--- config.mk ---
export PLATFORM = sky130hd
export DESIGN_NAME = epp_port
export DESIGN_NICKNAME = d
export VERILOG_FILES = /design/src/hw/epp_pkg.sv /design/src/hw/epp_port.sv
export VERILOG_INCLUDE_DIRS = /design/src /design/src/hw
export SDC_FILE = /design/constraint.sdc
export NUM_CORES = 1
export LEC_CHECK = 0
export BUFFER_PORTS_ARGS = -buffer_cell sky130_fd_sc_hd__buf_2
export CORE_MARGIN = 5
export CORE_UTILIZATION = 50
export CTS_CLUSTER_DIAMETER = 80
export DETAILED_ROUTE_END_ITERATION = 6
export PLACE_DENSITY = 0.78
export SYNTH_ARGS = -nofsm -noshare
export SYNTH_HDL_FRONTEND = slang
export SYNTH_SLANG_ARGS = --single-unit
--- constraint.sdc ---
create_clock -name ref_clk -period 6 [get_ports ref_clk]
set_input_delay 0.9 -clock ref_clk [delete_from_list [all_inputs] [get_ports ref_clk]]
set_output_delay 0.9 -clock ref_clk [all_outputs]
set_load 0.01 [all_outputs]
--- src/hw/epp_params.svh ---
// Constants of the parallel programming port
`ifndef EPP_PARAMS_SVH
`define EPP_PARAMS_SVH
`define EPP_DATA_W      8
`define EPP_REG_CNT     8
`define EPP_REG_RST     8'h00
`define EPP_STATUS_IDX  3'h7
`endif

--- src/hw/epp_pkg.sv ---
// Types of the parallel programming port
`include "epp_params.svh"
package epp_pkg;
  typedef struct packed {
    logic ale;
    logic rd_n;
    logic wr_n;
    logic cs_n;
    logic rst;
  } epp_ctrl_t;
  typedef struct packed {
    logic [`EPP_DATA_W-1:0] data;
    logic                   oe;
  } epp_bus_out_t;
  typedef enum logic [1:0] {
    EPP_IDLE  = 2'b00,
    EPP_READ  = 2'b01,
    EPP_WRITE = 2'b10,
    EPP_DONE  = 2'b11
  } epp_state_t;
endpackage

--- src/hw/epp_port.sv ---
// Parallel programming port: pin synchroniser, address latch and register file
`timescale 1ns/1ps
`default_nettype none
`include "epp_params.svh"

module epp_port #(
  parameter int REG_CNT = `EPP_REG_CNT
) (
  input  wire logic                           ref_clk,
  input  wire logic                           rst,
  input  wire epp_pkg::epp_ctrl_t             ctrl_pins,
  input  wire logic [`EPP_DATA_W-1:0]         bus_in,
  output var  epp_pkg::epp_bus_out_t          bus_out,
  output var  logic [REG_CNT*`EPP_DATA_W-1:0] reg_image,
  input  wire logic [`EPP_DATA_W-1:0]         array_data,
  output var  logic                           write_pulse
);
  import epp_pkg::*;

  // ----------------------------------------------------------------
  // Parameter checks
  // ----------------------------------------------------------------
  localparam int AW = $clog2(REG_CNT);

  // The index travels on the byte-wide bus, so more registers are unreachable
  if (REG_CNT < 2 || REG_CNT > 256) begin : g_bad_reg_range
    $error("REG_CNT must lie between 2 and 256");
  end

  // Addresses wrap on their low bits, which needs a power of two
  if ((REG_CNT & (REG_CNT - 1)) != 0) begin : g_bad_reg_pow2
    $error("REG_CNT must be a power of two");
  end

  if (AW > `EPP_DATA_W) begin : g_bad_addr_width
    $error("register index wider than the bus");
  end

  // ----------------------------------------------------------------
  // Helpers
  // ----------------------------------------------------------------
  // A low strobe only counts together with a low select
  function automatic logic strobe_active(input logic sel_n, input logic strobe_n);
    return !sel_n && !strobe_n;
  endfunction

  // The top index keeps stores, but a read of it returns the array byte for verification
  function automatic logic is_array_index(input logic [AW-1:0] idx);
    return idx == AW'(REG_CNT - 1);
  endfunction

  // ----------------------------------------------------------------
  // Pin synchroniser
  // ----------------------------------------------------------------
  // Bus and strobes follow the programmer's own timing; three stages each,
  // and a level counts once stages two and three agree.
  epp_ctrl_t              c1;
  epp_ctrl_t              c2;
  epp_ctrl_t              c3;
  epp_ctrl_t              cq;
  logic [`EPP_DATA_W-1:0] d1;
  logic [`EPP_DATA_W-1:0] d2;
  logic [`EPP_DATA_W-1:0] d3;
  logic [`EPP_DATA_W-1:0] dq;

  always_ff @(posedge ref_clk) begin
    c1 <= ctrl_pins;
    c2 <= c1;
    c3 <= c2;
  end

  always_ff @(posedge ref_clk) begin
    d1 <= bus_in;
    d2 <= d1;
    d3 <= d2;
  end

  // No reset here: the stages keep following the pins through reset
  always_ff @(posedge ref_clk) begin
    if (c2 == c3) begin
      cq <= c3;
    end
  end

  always_ff @(posedge ref_clk) begin
    if (d2 == d3) begin
      dq <= d3;
    end
  end

  // ----------------------------------------------------------------
  // Reset
  // ----------------------------------------------------------------
  // The programming reset is a pin, so it is taken after qualification
  logic prst;

  assign prst = rst | cq.rst;

  // ----------------------------------------------------------------
  // Address latch
  // ----------------------------------------------------------------
  // The bus passes the same stages as the strobe, so the held byte is the
  // address that stood while the strobe was high.
  logic                   ale_prev;
  logic [`EPP_DATA_W-1:0] addr_hold;
  logic [AW-1:0]          addr;

  // Cleared to the strobe's idle level, so no false falling edge after reset
  always_ff @(posedge ref_clk) begin
    if (prst) begin
      ale_prev <= 1'b0;
    end else begin
      ale_prev <= cq.ale;
    end
  end

  always_ff @(posedge ref_clk) begin
    if (prst) begin
      addr_hold <= '0;
    end else if (cq.ale) begin
      addr_hold <= dq;
    end
  end

  // Addresses beyond the register count wrap onto their low bits
  always_ff @(posedge ref_clk) begin
    if (prst) begin
      addr <= '0;
    end else if (ale_prev && !cq.ale) begin
      addr <= addr_hold[AW-1:0];
    end
  end

  // ----------------------------------------------------------------
  // Access sequencer
  // ----------------------------------------------------------------
  epp_state_t state;
  epp_state_t next_state;
  logic       rd_req;
  logic       wr_req;

  assign rd_req = strobe_active(cq.cs_n, cq.rd_n);
  assign wr_req = strobe_active(cq.cs_n, cq.wr_n);

  // One store per access: a new one needs the strobe or the select released
  always_comb begin
    next_state = state;
    case (state)
      EPP_IDLE: begin
        if (rd_req) begin
          next_state = EPP_READ;
        end else if (wr_req) begin
          next_state = EPP_WRITE;
        end
      end
      EPP_READ: begin
        if (!rd_req) begin
          next_state = EPP_IDLE;
        end
      end
      EPP_WRITE: begin
        next_state = EPP_DONE;
      end
      EPP_DONE: begin
        if (!wr_req) begin
          next_state = EPP_IDLE;
        end
      end
      default: begin
        next_state = EPP_IDLE;
      end
    endcase
  end

  always_ff @(posedge ref_clk) begin
    if (prst) begin
      state <= EPP_IDLE;
    end else begin
      state <= next_state;
    end
  end

  // ----------------------------------------------------------------
  // Register file
  // ----------------------------------------------------------------
  // A store to the top index is kept but never read back
  logic [`EPP_DATA_W-1:0] regs [REG_CNT];

  always_ff @(posedge ref_clk) begin
    if (prst) begin
      for (int i = 0; i < REG_CNT; i++) begin
        regs[i] <= `EPP_REG_RST;
      end
    end else if (state == EPP_WRITE) begin
      regs[addr] <= dq;
    end
  end

  always_ff @(posedge ref_clk) begin
    if (prst) begin
      write_pulse <= 1'b0;
    end else begin
      write_pulse <= (state == EPP_WRITE);
    end
  end

  always_comb begin
    for (int i = 0; i < REG_CNT; i++) begin
      reg_image[i*`EPP_DATA_W +: `EPP_DATA_W] = regs[i];
    end
  end

  // ----------------------------------------------------------------
  // Bus driver
  // ----------------------------------------------------------------
  // Driving only in the read state keeps the bus free for addresses and data
  always_ff @(posedge ref_clk) begin
    if (prst) begin
      bus_out <= '0;
    end else begin
      bus_out.oe <= (state == EPP_READ) && rd_req;
      if (is_array_index(addr)) begin
        bus_out.data <= array_data;
      end else begin
        bus_out.data <= regs[addr];
      end
    end
  end

endmodule // epp_port
`default_nettype wire

* Word level (Yosys, flattened, before mapping)
Memory sizes are Yosys's and may differ from the RTL's. A register that Yosys moved wholly into a read port is not among the register bits. Index checks and enable logic that the tools add are counted. W data, S select, Z words.
Word-level totals: register bits after elaboration 71, latch bits 0, RAM bits 64, ROM bits 0, input bits 23, memories 1
Memories:
- regs | words 8, bits a word 8, rd ports 9, clocked after Yosys merged registers in 1, write ports 8, line epp_port.sv:187 | logic [`EPP_DATA_W-1:0] regs [REG_CNT];
Operators by class: $add $sub $neg 0, $mul 0, div/mod/pow operators 0, magnitude comparators 0, eq/ne operators 9, shift-type cells 0, muxes and demuxes 16, bitwise operators 1, reductions and logical operators 11
Operator list (number):
- $mux W8 | 2
- $mux W3 | 3
- $eq A8 B8 Y1 | 1
- $mux W2 | 4
- $pmux W2 S4 | 1
- $reduce_or A8 Y1 | 1
- $mux W1 | 6
- $eq A5 B5 Y1 | 1
- $eq A2 B2 Y1 const B | 2
- $logic_and A1 B1 Y1 | 4
- $logic_not A1 Y1 | 4
- $ne A2 B2 Y1 const B | 2
- $eq A3 B3 Y1 const B | 1
- $ne A3 B3 Y1 const B | 1
- $reduce_and A3 Y1 | 1
- $eq A2 B1 Y1 const B | 1
- $logic_not A2 Y1 | 1
- $or A1 B1 Y1 | 1

* Longest topological paths before layout
Gate-level depths: netlist of run 1.
depth in word-level cells 6, mapped depth 6, mapped depth without buffers 4

* Worst setup path after synthesis of run 1
Ideal clock, no wire load.
path kind input-to-reg, start input rst, end memory regs[3][0] (netlist name), enable pin, setup time 0.334 ns, arrival 2.159 ns, path slack 3.507 ns, cell stages on the path 6, path buffers 2, cells stage by stage or4b_1 > buf_6 > clkinv_2 > and4_1 > buf_4 > nand2b_1
RTL lines:
- start: declaration | line epp_port.sv:10 | input wire logic rst,
- end: declaration | line epp_port.sv:187

==> results_dict.tcl, run 1 <==
set metrics [dict create \
    synth_xor_area_frac 0.0223 \
    grtUsageMet3 0.0704 \
    synth_top_family_by_area "simple AND/OR/NAND/NOR gates" \
    dp_hpwl_um 8310 \
    initial_core_util 0.517 \
    synth_compound_area_frac 0.0363 \
    drt_iter0_drc 312 \
    max_stage_delay_ns 0.81 \
    critical_path_depth 4 \
    grt_start_max_net_pins 33 \
    max_freq_ghz 0.399 \
    ant_nets 0 \
    grt_pass1_wl_um 17800 \
    use_met1 0.245 \
    ff2ff_path_depth 3 \
    dpl_worst_slack_ns 2.99 \
    die_w_um 111 \
    io_buffers 96 \
    critPathCaptureType "flop" \
    cpMaxStageDelayCell "or4b_1" \
    cts_made_buffers 17 \
    arrival_ns 2.68 \
    cts_tree "yes" \
    syn_inst 349 \
    antenna_found_initial 0 \
    cts_root_buffer "clkbuf_8" \
    required_ns 6.17 \
    cap_violations 0 \
    via_count 3162 \
    finClkSkew_ns 0.00926 \
    htree_levels 4 \
    layout_setup_ws_ns 3.49 \
    gr-total-overflow 0 \
    min_path_type "reg -> reg" \
    synth_area_leaders "edfxtp_1, dfxtp_1, and2_1" \
    viasPerCell 5.30 \
    syn_nets 372 \
    core_um2 9860 \
    gp_congestion 0.873 \
    ios 97 \
    drt-total-wl_um 11400 \
    ir_drop_mv 0.245 \
    multi_input_area_um2 1480 \
    worstSetupPathType "in -> reg" \
    slew_violations 0 \
    ys_seq_area_frac 0.693 \
    fillers 718 \
    antenna_cells 0 \
    die-area_um2 12300 \
    grt_pass1_vias 3190 \
    ctsResizeCount 0 \
    yosysWarnings 0 \
    regArea_um2 3530 \
    rows 36 \
    cts_setup_buffers 0 \
    worstMarginPinSlew_ns 0.728 \
    drive_gt1_frac 0.366 \
    synth_mux_area_frac 0.0825 \
    routedWlPerCell_um 19.2 \
    cp_cell_sequence "buf_2 -> or4b_1 -> nor4_4 -> nand2b_1" \
    finalNetCount 474 \
    cp_max_fo 9 \
    cts_buffer_depth 2 \
    synth-simple-area-share 0.148 \
    power.density_nw_per_um2 326 \
    status "finished clean" \
    hold_violations 0 \
    finalSetupViolCount 0 \
    fp.dieH_um 111 \
    hold_buffers 0 \
    tns_ns 0 \
    timing.final.crit_share 0.418 \
    slew_headroom 0.514 \
    crit_buf_inv 1 \
    synth.top_cell.area_share 0.454 \
    firstDrtPassIters 6 \
    clkSinkCount 138 \
    synth-adder-area-share 0 \
    met2_usage 0.306 \
    synth_top_area_cell "edfxtp_1" \
    drcViolationCount 0 \
    hold_depth 0 \
    synth_cell_types 32 \
    clk_pin_slew_ns 0.06 \
    clkLatencyLatePin_ns 0.52 \
    gr-usage-all-layers 0.192 \
    syn-mean-instance-area_um2 14.6 \
    leakage_uw 0.00260 \
    rsz0062_at_grt "false" \
    ys_ff_latch 138 \
    fin_crit_ns 2.51 \
    cp-start-kind "primary input" \
    syn_area_um2 5100 \
    busiest_layer "met2" \
    syn_to_final_growth_pct 22.2 \
    crit_family "simple AND/OR/NAND/NOR gates" \
]
[final timing paths]
kind,to,slack (ns),from
max,regs[1][7]$_SDFFCE_PN0P_,3.49,rst
min,c2[4]$_DFF_P_,0.32,c1[4]$_DFF_P_
max reg2reg,regs[1][7]$_SDFFCE_PN0P_,3.52,cq[0]$_DFFE_PN_
min reg2reg,c2[4]$_DFF_P_,0.32,c1[4]$_DFF_P_
[per-layer routing]
metal	vias up	wire length [um]
li1	1466	-
met1	1506	4700
met2	175	5510
met3	15	1060
met4	0	165
met5	-	0
[cell families after synthesis]
group,Yosys count
flops,138
simple gates,115
mux,38
compound gates,27
buf+inv,18
xor+xnor,13
[power by group]
part / total, uW / internal [uW] / switching (uW)
logic: 47.0 / 22.9 / 24.1
clock network: 953 / 563 / 390
registers: 1030 / 1020 / 13.6
total: 2030 / 1600 / 428
[state kept, by name, indices dropped and copies added, names as in the netlist, named ones only]
register and flops:
addr 3, d1 8, c1 5, ale_prev 1, state 2, addr_hold 3
write_pulse 1, d3 8, bus_out 9, d2 8, c2 5, dq 8
regs 64, c3 5, cq 5
[cells in the mapped netlist]
| master | n |
|---|---|
| edfxtp_1 | 77 |
| and2_1 | 66 |
| dfxtp_1 | 61 |
| mux2_2 | 32 |
| nand2_1 | 11 |
| xnor2_1 | 11 |
| nor2_1 | 10 |
| o21ai_0 | 9 |
| a222oi_1 | 8 |
| a31oi_1 | 8 |
| nand2b_1 | 8 |
| mux2i_1 | 6 |
| clkbuf_1 | 5 |
| buf_2 | 4 |
| nor4_4 | 4 |
| buf_1 | 3 |
| nor2b_1 | 3 |
| a21oi_1 | 2 |
| and4_1 | 2 |
| buf_4 | 2 |
| inv_1 | 2 |
| nand3_1 | 2 |
| nand4_1 | 2 |
| nor3_4 | 2 |
| xor2_1 | 2 |
| buf_6 | 1 |
| clkinv_2 | 1 |
| nor3_1 | 1 |
| or2_2 | 1 |
| or3_1 | 1 |
| or4b_1 | 1 |
| or4b_2 | 1 |
[layout make-up]
class	instances	share of cell area
sequential	138	0.567
multi-input combinational	193	0.237
timing repair buffer	98	0.0795
clock buffer	19	0.0693
tap	133	0.0267
clock inverter	13	0.0185
inverter	3	0.00201
[placed cells by master, fill, tap and decap left out, types with 3 or more instances in the layout]
| cell | n |
|---|---|
| clkinv_2 | 4 |
| edfxtp_1 | 77 |
| nor2_1 | 10 |
| nor4_4 | 4 |
| dfxtp_1 | 61 |
| nand2_1 | 11 |
| buf_2 | 96 |
| clkbuf_16 | 16 |
| mux2_2 | 32 |
| a31oi_1 | 8 |
| xnor2_1 | 11 |
| inv_6 | 3 |
| inv_4 | 3 |
| nor2b_1 | 3 |
| mux2i_1 | 6 |
| a222oi_1 | 8 |
| and2_1 | 66 |
| o21ai_0 | 9 |
| nand2b_1 | 8 |
[metrics by stage]
stage,std cells,power [uW],hold slack [ns],cell area (um2),utilization
global placement,565,1100,0.310,5680,0.576
floorplan,349,1070,0.310,5100,-
detailed placement,565,1100,0.312,5680,0.576
global route,597,2090,0.331,6230,0.632
finish,597,2030,0.324,6230,0.632
CTS,597,2040,0.326,6230,0.632
Note: power is estimated with default switching activity, not from simulation.
==> run 2, diff against run 1 <==
--- a/config.mk
+++ b/config.mk
@@ -6,12 +6,13 @@
 export SDC_FILE = /design/constraint.sdc
 export NUM_CORES = 1
 export LEC_CHECK = 0
+export ABC_AREA = 1
 export BUFFER_PORTS_ARGS = -buffer_cell sky130_fd_sc_hd__buf_2
 export CORE_MARGIN = 5
-export CORE_UTILIZATION = 50
+export CORE_UTILIZATION = 49
 export CTS_CLUSTER_DIAMETER = 80
 export DETAILED_ROUTE_END_ITERATION = 6
-export PLACE_DENSITY = 0.78
+export PLACE_DENSITY = 0.8
 export SYNTH_ARGS = -nofsm -noshare
 export SYNTH_HDL_FRONTEND = slang
 export SYNTH_SLANG_ARGS = --single-unit
==> constraint.sdc (replaced) <==
create_clock -name ref_clk -period 2.1 [get_ports ref_clk]
set_input_delay 0.315 -clock ref_clk [delete_from_list [all_inputs] [get_ports ref_clk]]
set_output_delay 0.315 -clock ref_clk [all_outputs]
set_load 0.01 [all_outputs]
==> results_dict.tcl, run 2 <==
set metrics [dict create \
    status "finished clean" \
    crit_family "simple AND/OR/NAND/NOR gates" \
    finalSetupViolCount 0 \
    post-route-util 0.639 \
    crit_buf_inv 1 \
    p_sw_frac 0.219 \
    rows 36 \
    clkSinkCount 138 \
    synth_area_leaders "edfxtp_1, dfxtp_1, nand2_1" \
    fin_crit_ns 1.74 \
    synth_cell_types 25 \
    rsz0062_at_grt "false" \
    arrival_ns 1.92 \
    drt_iter0_drc 314 \
    required_ns 2.28 \
    leakage_uw 0.00289 \
    antenna_found_initial 0 \
    cts_root_buffer "clkbuf_8" \
    yosysMostFrequentCell "nand2_1" \
    final_cell_mix "nand2_1, buf_2, nor2_1" \
    gp_congestion 0.889 \
    syn_inst 475 \
    drt-total-wl_um 11400 \
    ant_nets 0 \
    clkLatencyLatePin_ns 0.51 \
    cp_cell_sequence "inv_1 -> nor2_2 -> nand2_2 -> nor2_4 -> nand3_2 -> nand2_1" \
    cts_made_buffers 17 \
    viasPerCell 5.03 \
    yosysWarnings 0 \
    slew_headroom 0.638 \
    p_int_uw 4550 \
    ctsResizeCount 0 \
    cts_buffer_depth 2 \
    firstDrtPassIters 7 \
    grt_pass1_vias 3688 \
    cpMaxStageDelayCell "dfxtp_1" \
    finClkSkew_ns 0.00870 \
    htree_levels 4 \
    timing.final.crit_share 0.826 \
    ff2ff_path_depth 6 \
    min_to "bus_out[5]$_SDFF_PP0_" \
    synth.top_cell.area_share 0.462 \
    io_buffers 96 \
    tns_ns 0 \
    hold_start "array_data[4]" \
    via_count 3729 \
    reg.largest.list "regs (64), bus_out (9)" \
    hold_depth 5 \
    pwr-share-comb 0.030 \
    antenna_cells 0 \
    hold_buffers 13 \
    pwr-share-clk 0.463 \
    syn_nets 498 \
    die_w_um 111 \
    synth_top_area_cell "edfxtp_1" \
    ios 97 \
    die-area_um2 12300 \
    grt_pass1_wl_um 18500 \
    initial_core_util 0.507 \
    cts_tree "yes" \
    power.net_switching_uw 1280 \
    min_path_type "in -> reg" \
    syn_to_final_growth_pct 26.0 \
    fp.dieH_um 111 \
    clk_pin_slew_ns 0.06 \
    gr-total-overflow 0 \
    finalNetCount 618 \
    ys_ff_latch 138 \
    layout_commonest_cell "nand2_1" \
    regMostFlops "regs" \
    synth_flop_cell "edfxtp_1" \
    dp_hpwl_um 8060 \
    largest_reg_flops 64 \
    worstSetupPathType "reg -> reg" \
    cap_violations 0 \
    synth_commonest_cells "nand2_1, nor2_1, edfxtp_1" \
    syn-mean-instance-area_um2 10.5 \
    max_stage_delay_ns 0.37 \
    dp_cells 696 \
    drive_gt1_frac 0.248 \
    grt_start_max_net_pins 33 \
    power.density_nw_per_um2 925 \
    drcViolationCount 0 \
    cts_setup_buffers 0 \
    cp_max_fo 9 \
    critPathCaptureType "flop" \
    slew_violations 0 \
    hold_violations 0 \
    rr_endpoint "regs[6][4]$_SDFFCE_PN0P_" \
    gr-usage-all-layers 0.191 \
    worstMarginPinSlew_ns 0.543 \
    synth-edff-count 77 \
    cp-start-kind "flop" \
    syn_area_um2 5010 \
    ir_drop_mv 0.627 \
    async_flop_share 0 \
    r2r_start "state[1]$_SDFFE_PP0P_" \
    routedWlPerCell_um 15.4 \
    rrSetupSlack_ns 0.36 \
    ys_seq_area_frac 0.706 \
    max_freq_ghz 0.576 \
    p_seq_frac 0.507 \
    core_um2 9860 \
    finalNonFillerCells 741 \
]
-- run 2: cell types whose count changed in the layout (fill, tap and decap cells not counted), sizes merged, moves of 13 or more --
cell	change
and2	-66
dlygate4sd3	+13
inv	+37
mux2	-32
nand2	+93
nand3	+56
nor2	+84
-- run 2: through the flow --
stage | total power [uW] | hold WS, ns | setup WS (ns) | cell area [um2]
after global placement | 3160 | 0.310 | 0.476 | 5630
after global routing | 6030 | 0.116 | 0.192 | 6310
after CTS | 5870 | 0.0940 | 0.379 | 6310
after detailed placement | 3170 | 0.312 | 0.404 | 5630
final | 5830 | 0.112 | 0.365 | 6310
after floorplan | 3090 | 0.310 | 0.531 | 5010
-- run 2: power groups by stage --
stage | sequential, uW | clock, uW | combinational, uW
2_1_floorplan | 3020 | 0 | 68.1
3_5_place_dp | 3020 | 0 | 156
4_1_cts | 2960 | 2730 | 176
3_3_place_gp | 3010 | 0 | 151
6_report | 2960 | 2700 | 175
5_1_grt | 2970 | 2870 | 195
-- run 2: layout make-up --
type                    instances  area (um2)
well taps                     133         166
repair buffers                115         656
flip-flops and latches        138        3530
fillers                       751        3560
multi-input cells             284        1250
inverters                      39         146
clock inverters                13         105
clock buffers                  19         444
-- run 2: cell families after synthesis --
logic type                share of synthesized area
and+or+nand+nor                               0.224
DFF                                           0.706
buffers and inverters                        0.0435
AOI/OAI and AO/OA                            0.0147
xor gates and xnor gates                     0.0122
-- run 2: worst reg2reg max path, cell delays in order (launching register included) --
cell     delay [ns]
dfxtp_1        0.37
inv_1          0.08
nor2_2         0.12
nand2_2        0.11
nor2_4         0.18
nand3_2        0.20
nand2_1        0.34
-- run 2: layer usage --
metal | track usage | vias to the layer above | part of all wire
met5 | 0 | - | 0
met4 | 0.102 | 0 | 0.040
met3 | 0.0606 | 40 | 0.087
met2 | 0.321 | 195 | 0.49
met1 | 0.218 | 1690 | 0.38
li1 | - | 1804 | -
-- run 2: how the worst max path moves through the flow --
stage	slack, ns	end	from	cells past startpoint
floorplan	0.53	dq[0]$_DFFE_PN_	d3[3]$_DFF_P_	4
global placement	0.48	regs[1][4]$_SDFFCE_PN0P_	rst	6
detailed placement	0.40	regs[6][6]$_SDFFCE_PN0P_	state[1]$_SDFFE_PP0P_	6
CTS	0.38	regs[5][5]$_SDFFCE_PN0P_	state[1]$_SDFFE_PP0P_	6
global route	0.19	regs[5][4]$_SDFFCE_PN0P_	state[1]$_SDFFE_PP0P_	6
finish	0.36	regs[6][4]$_SDFFCE_PN0P_	state[1]$_SDFFE_PP0P_	6
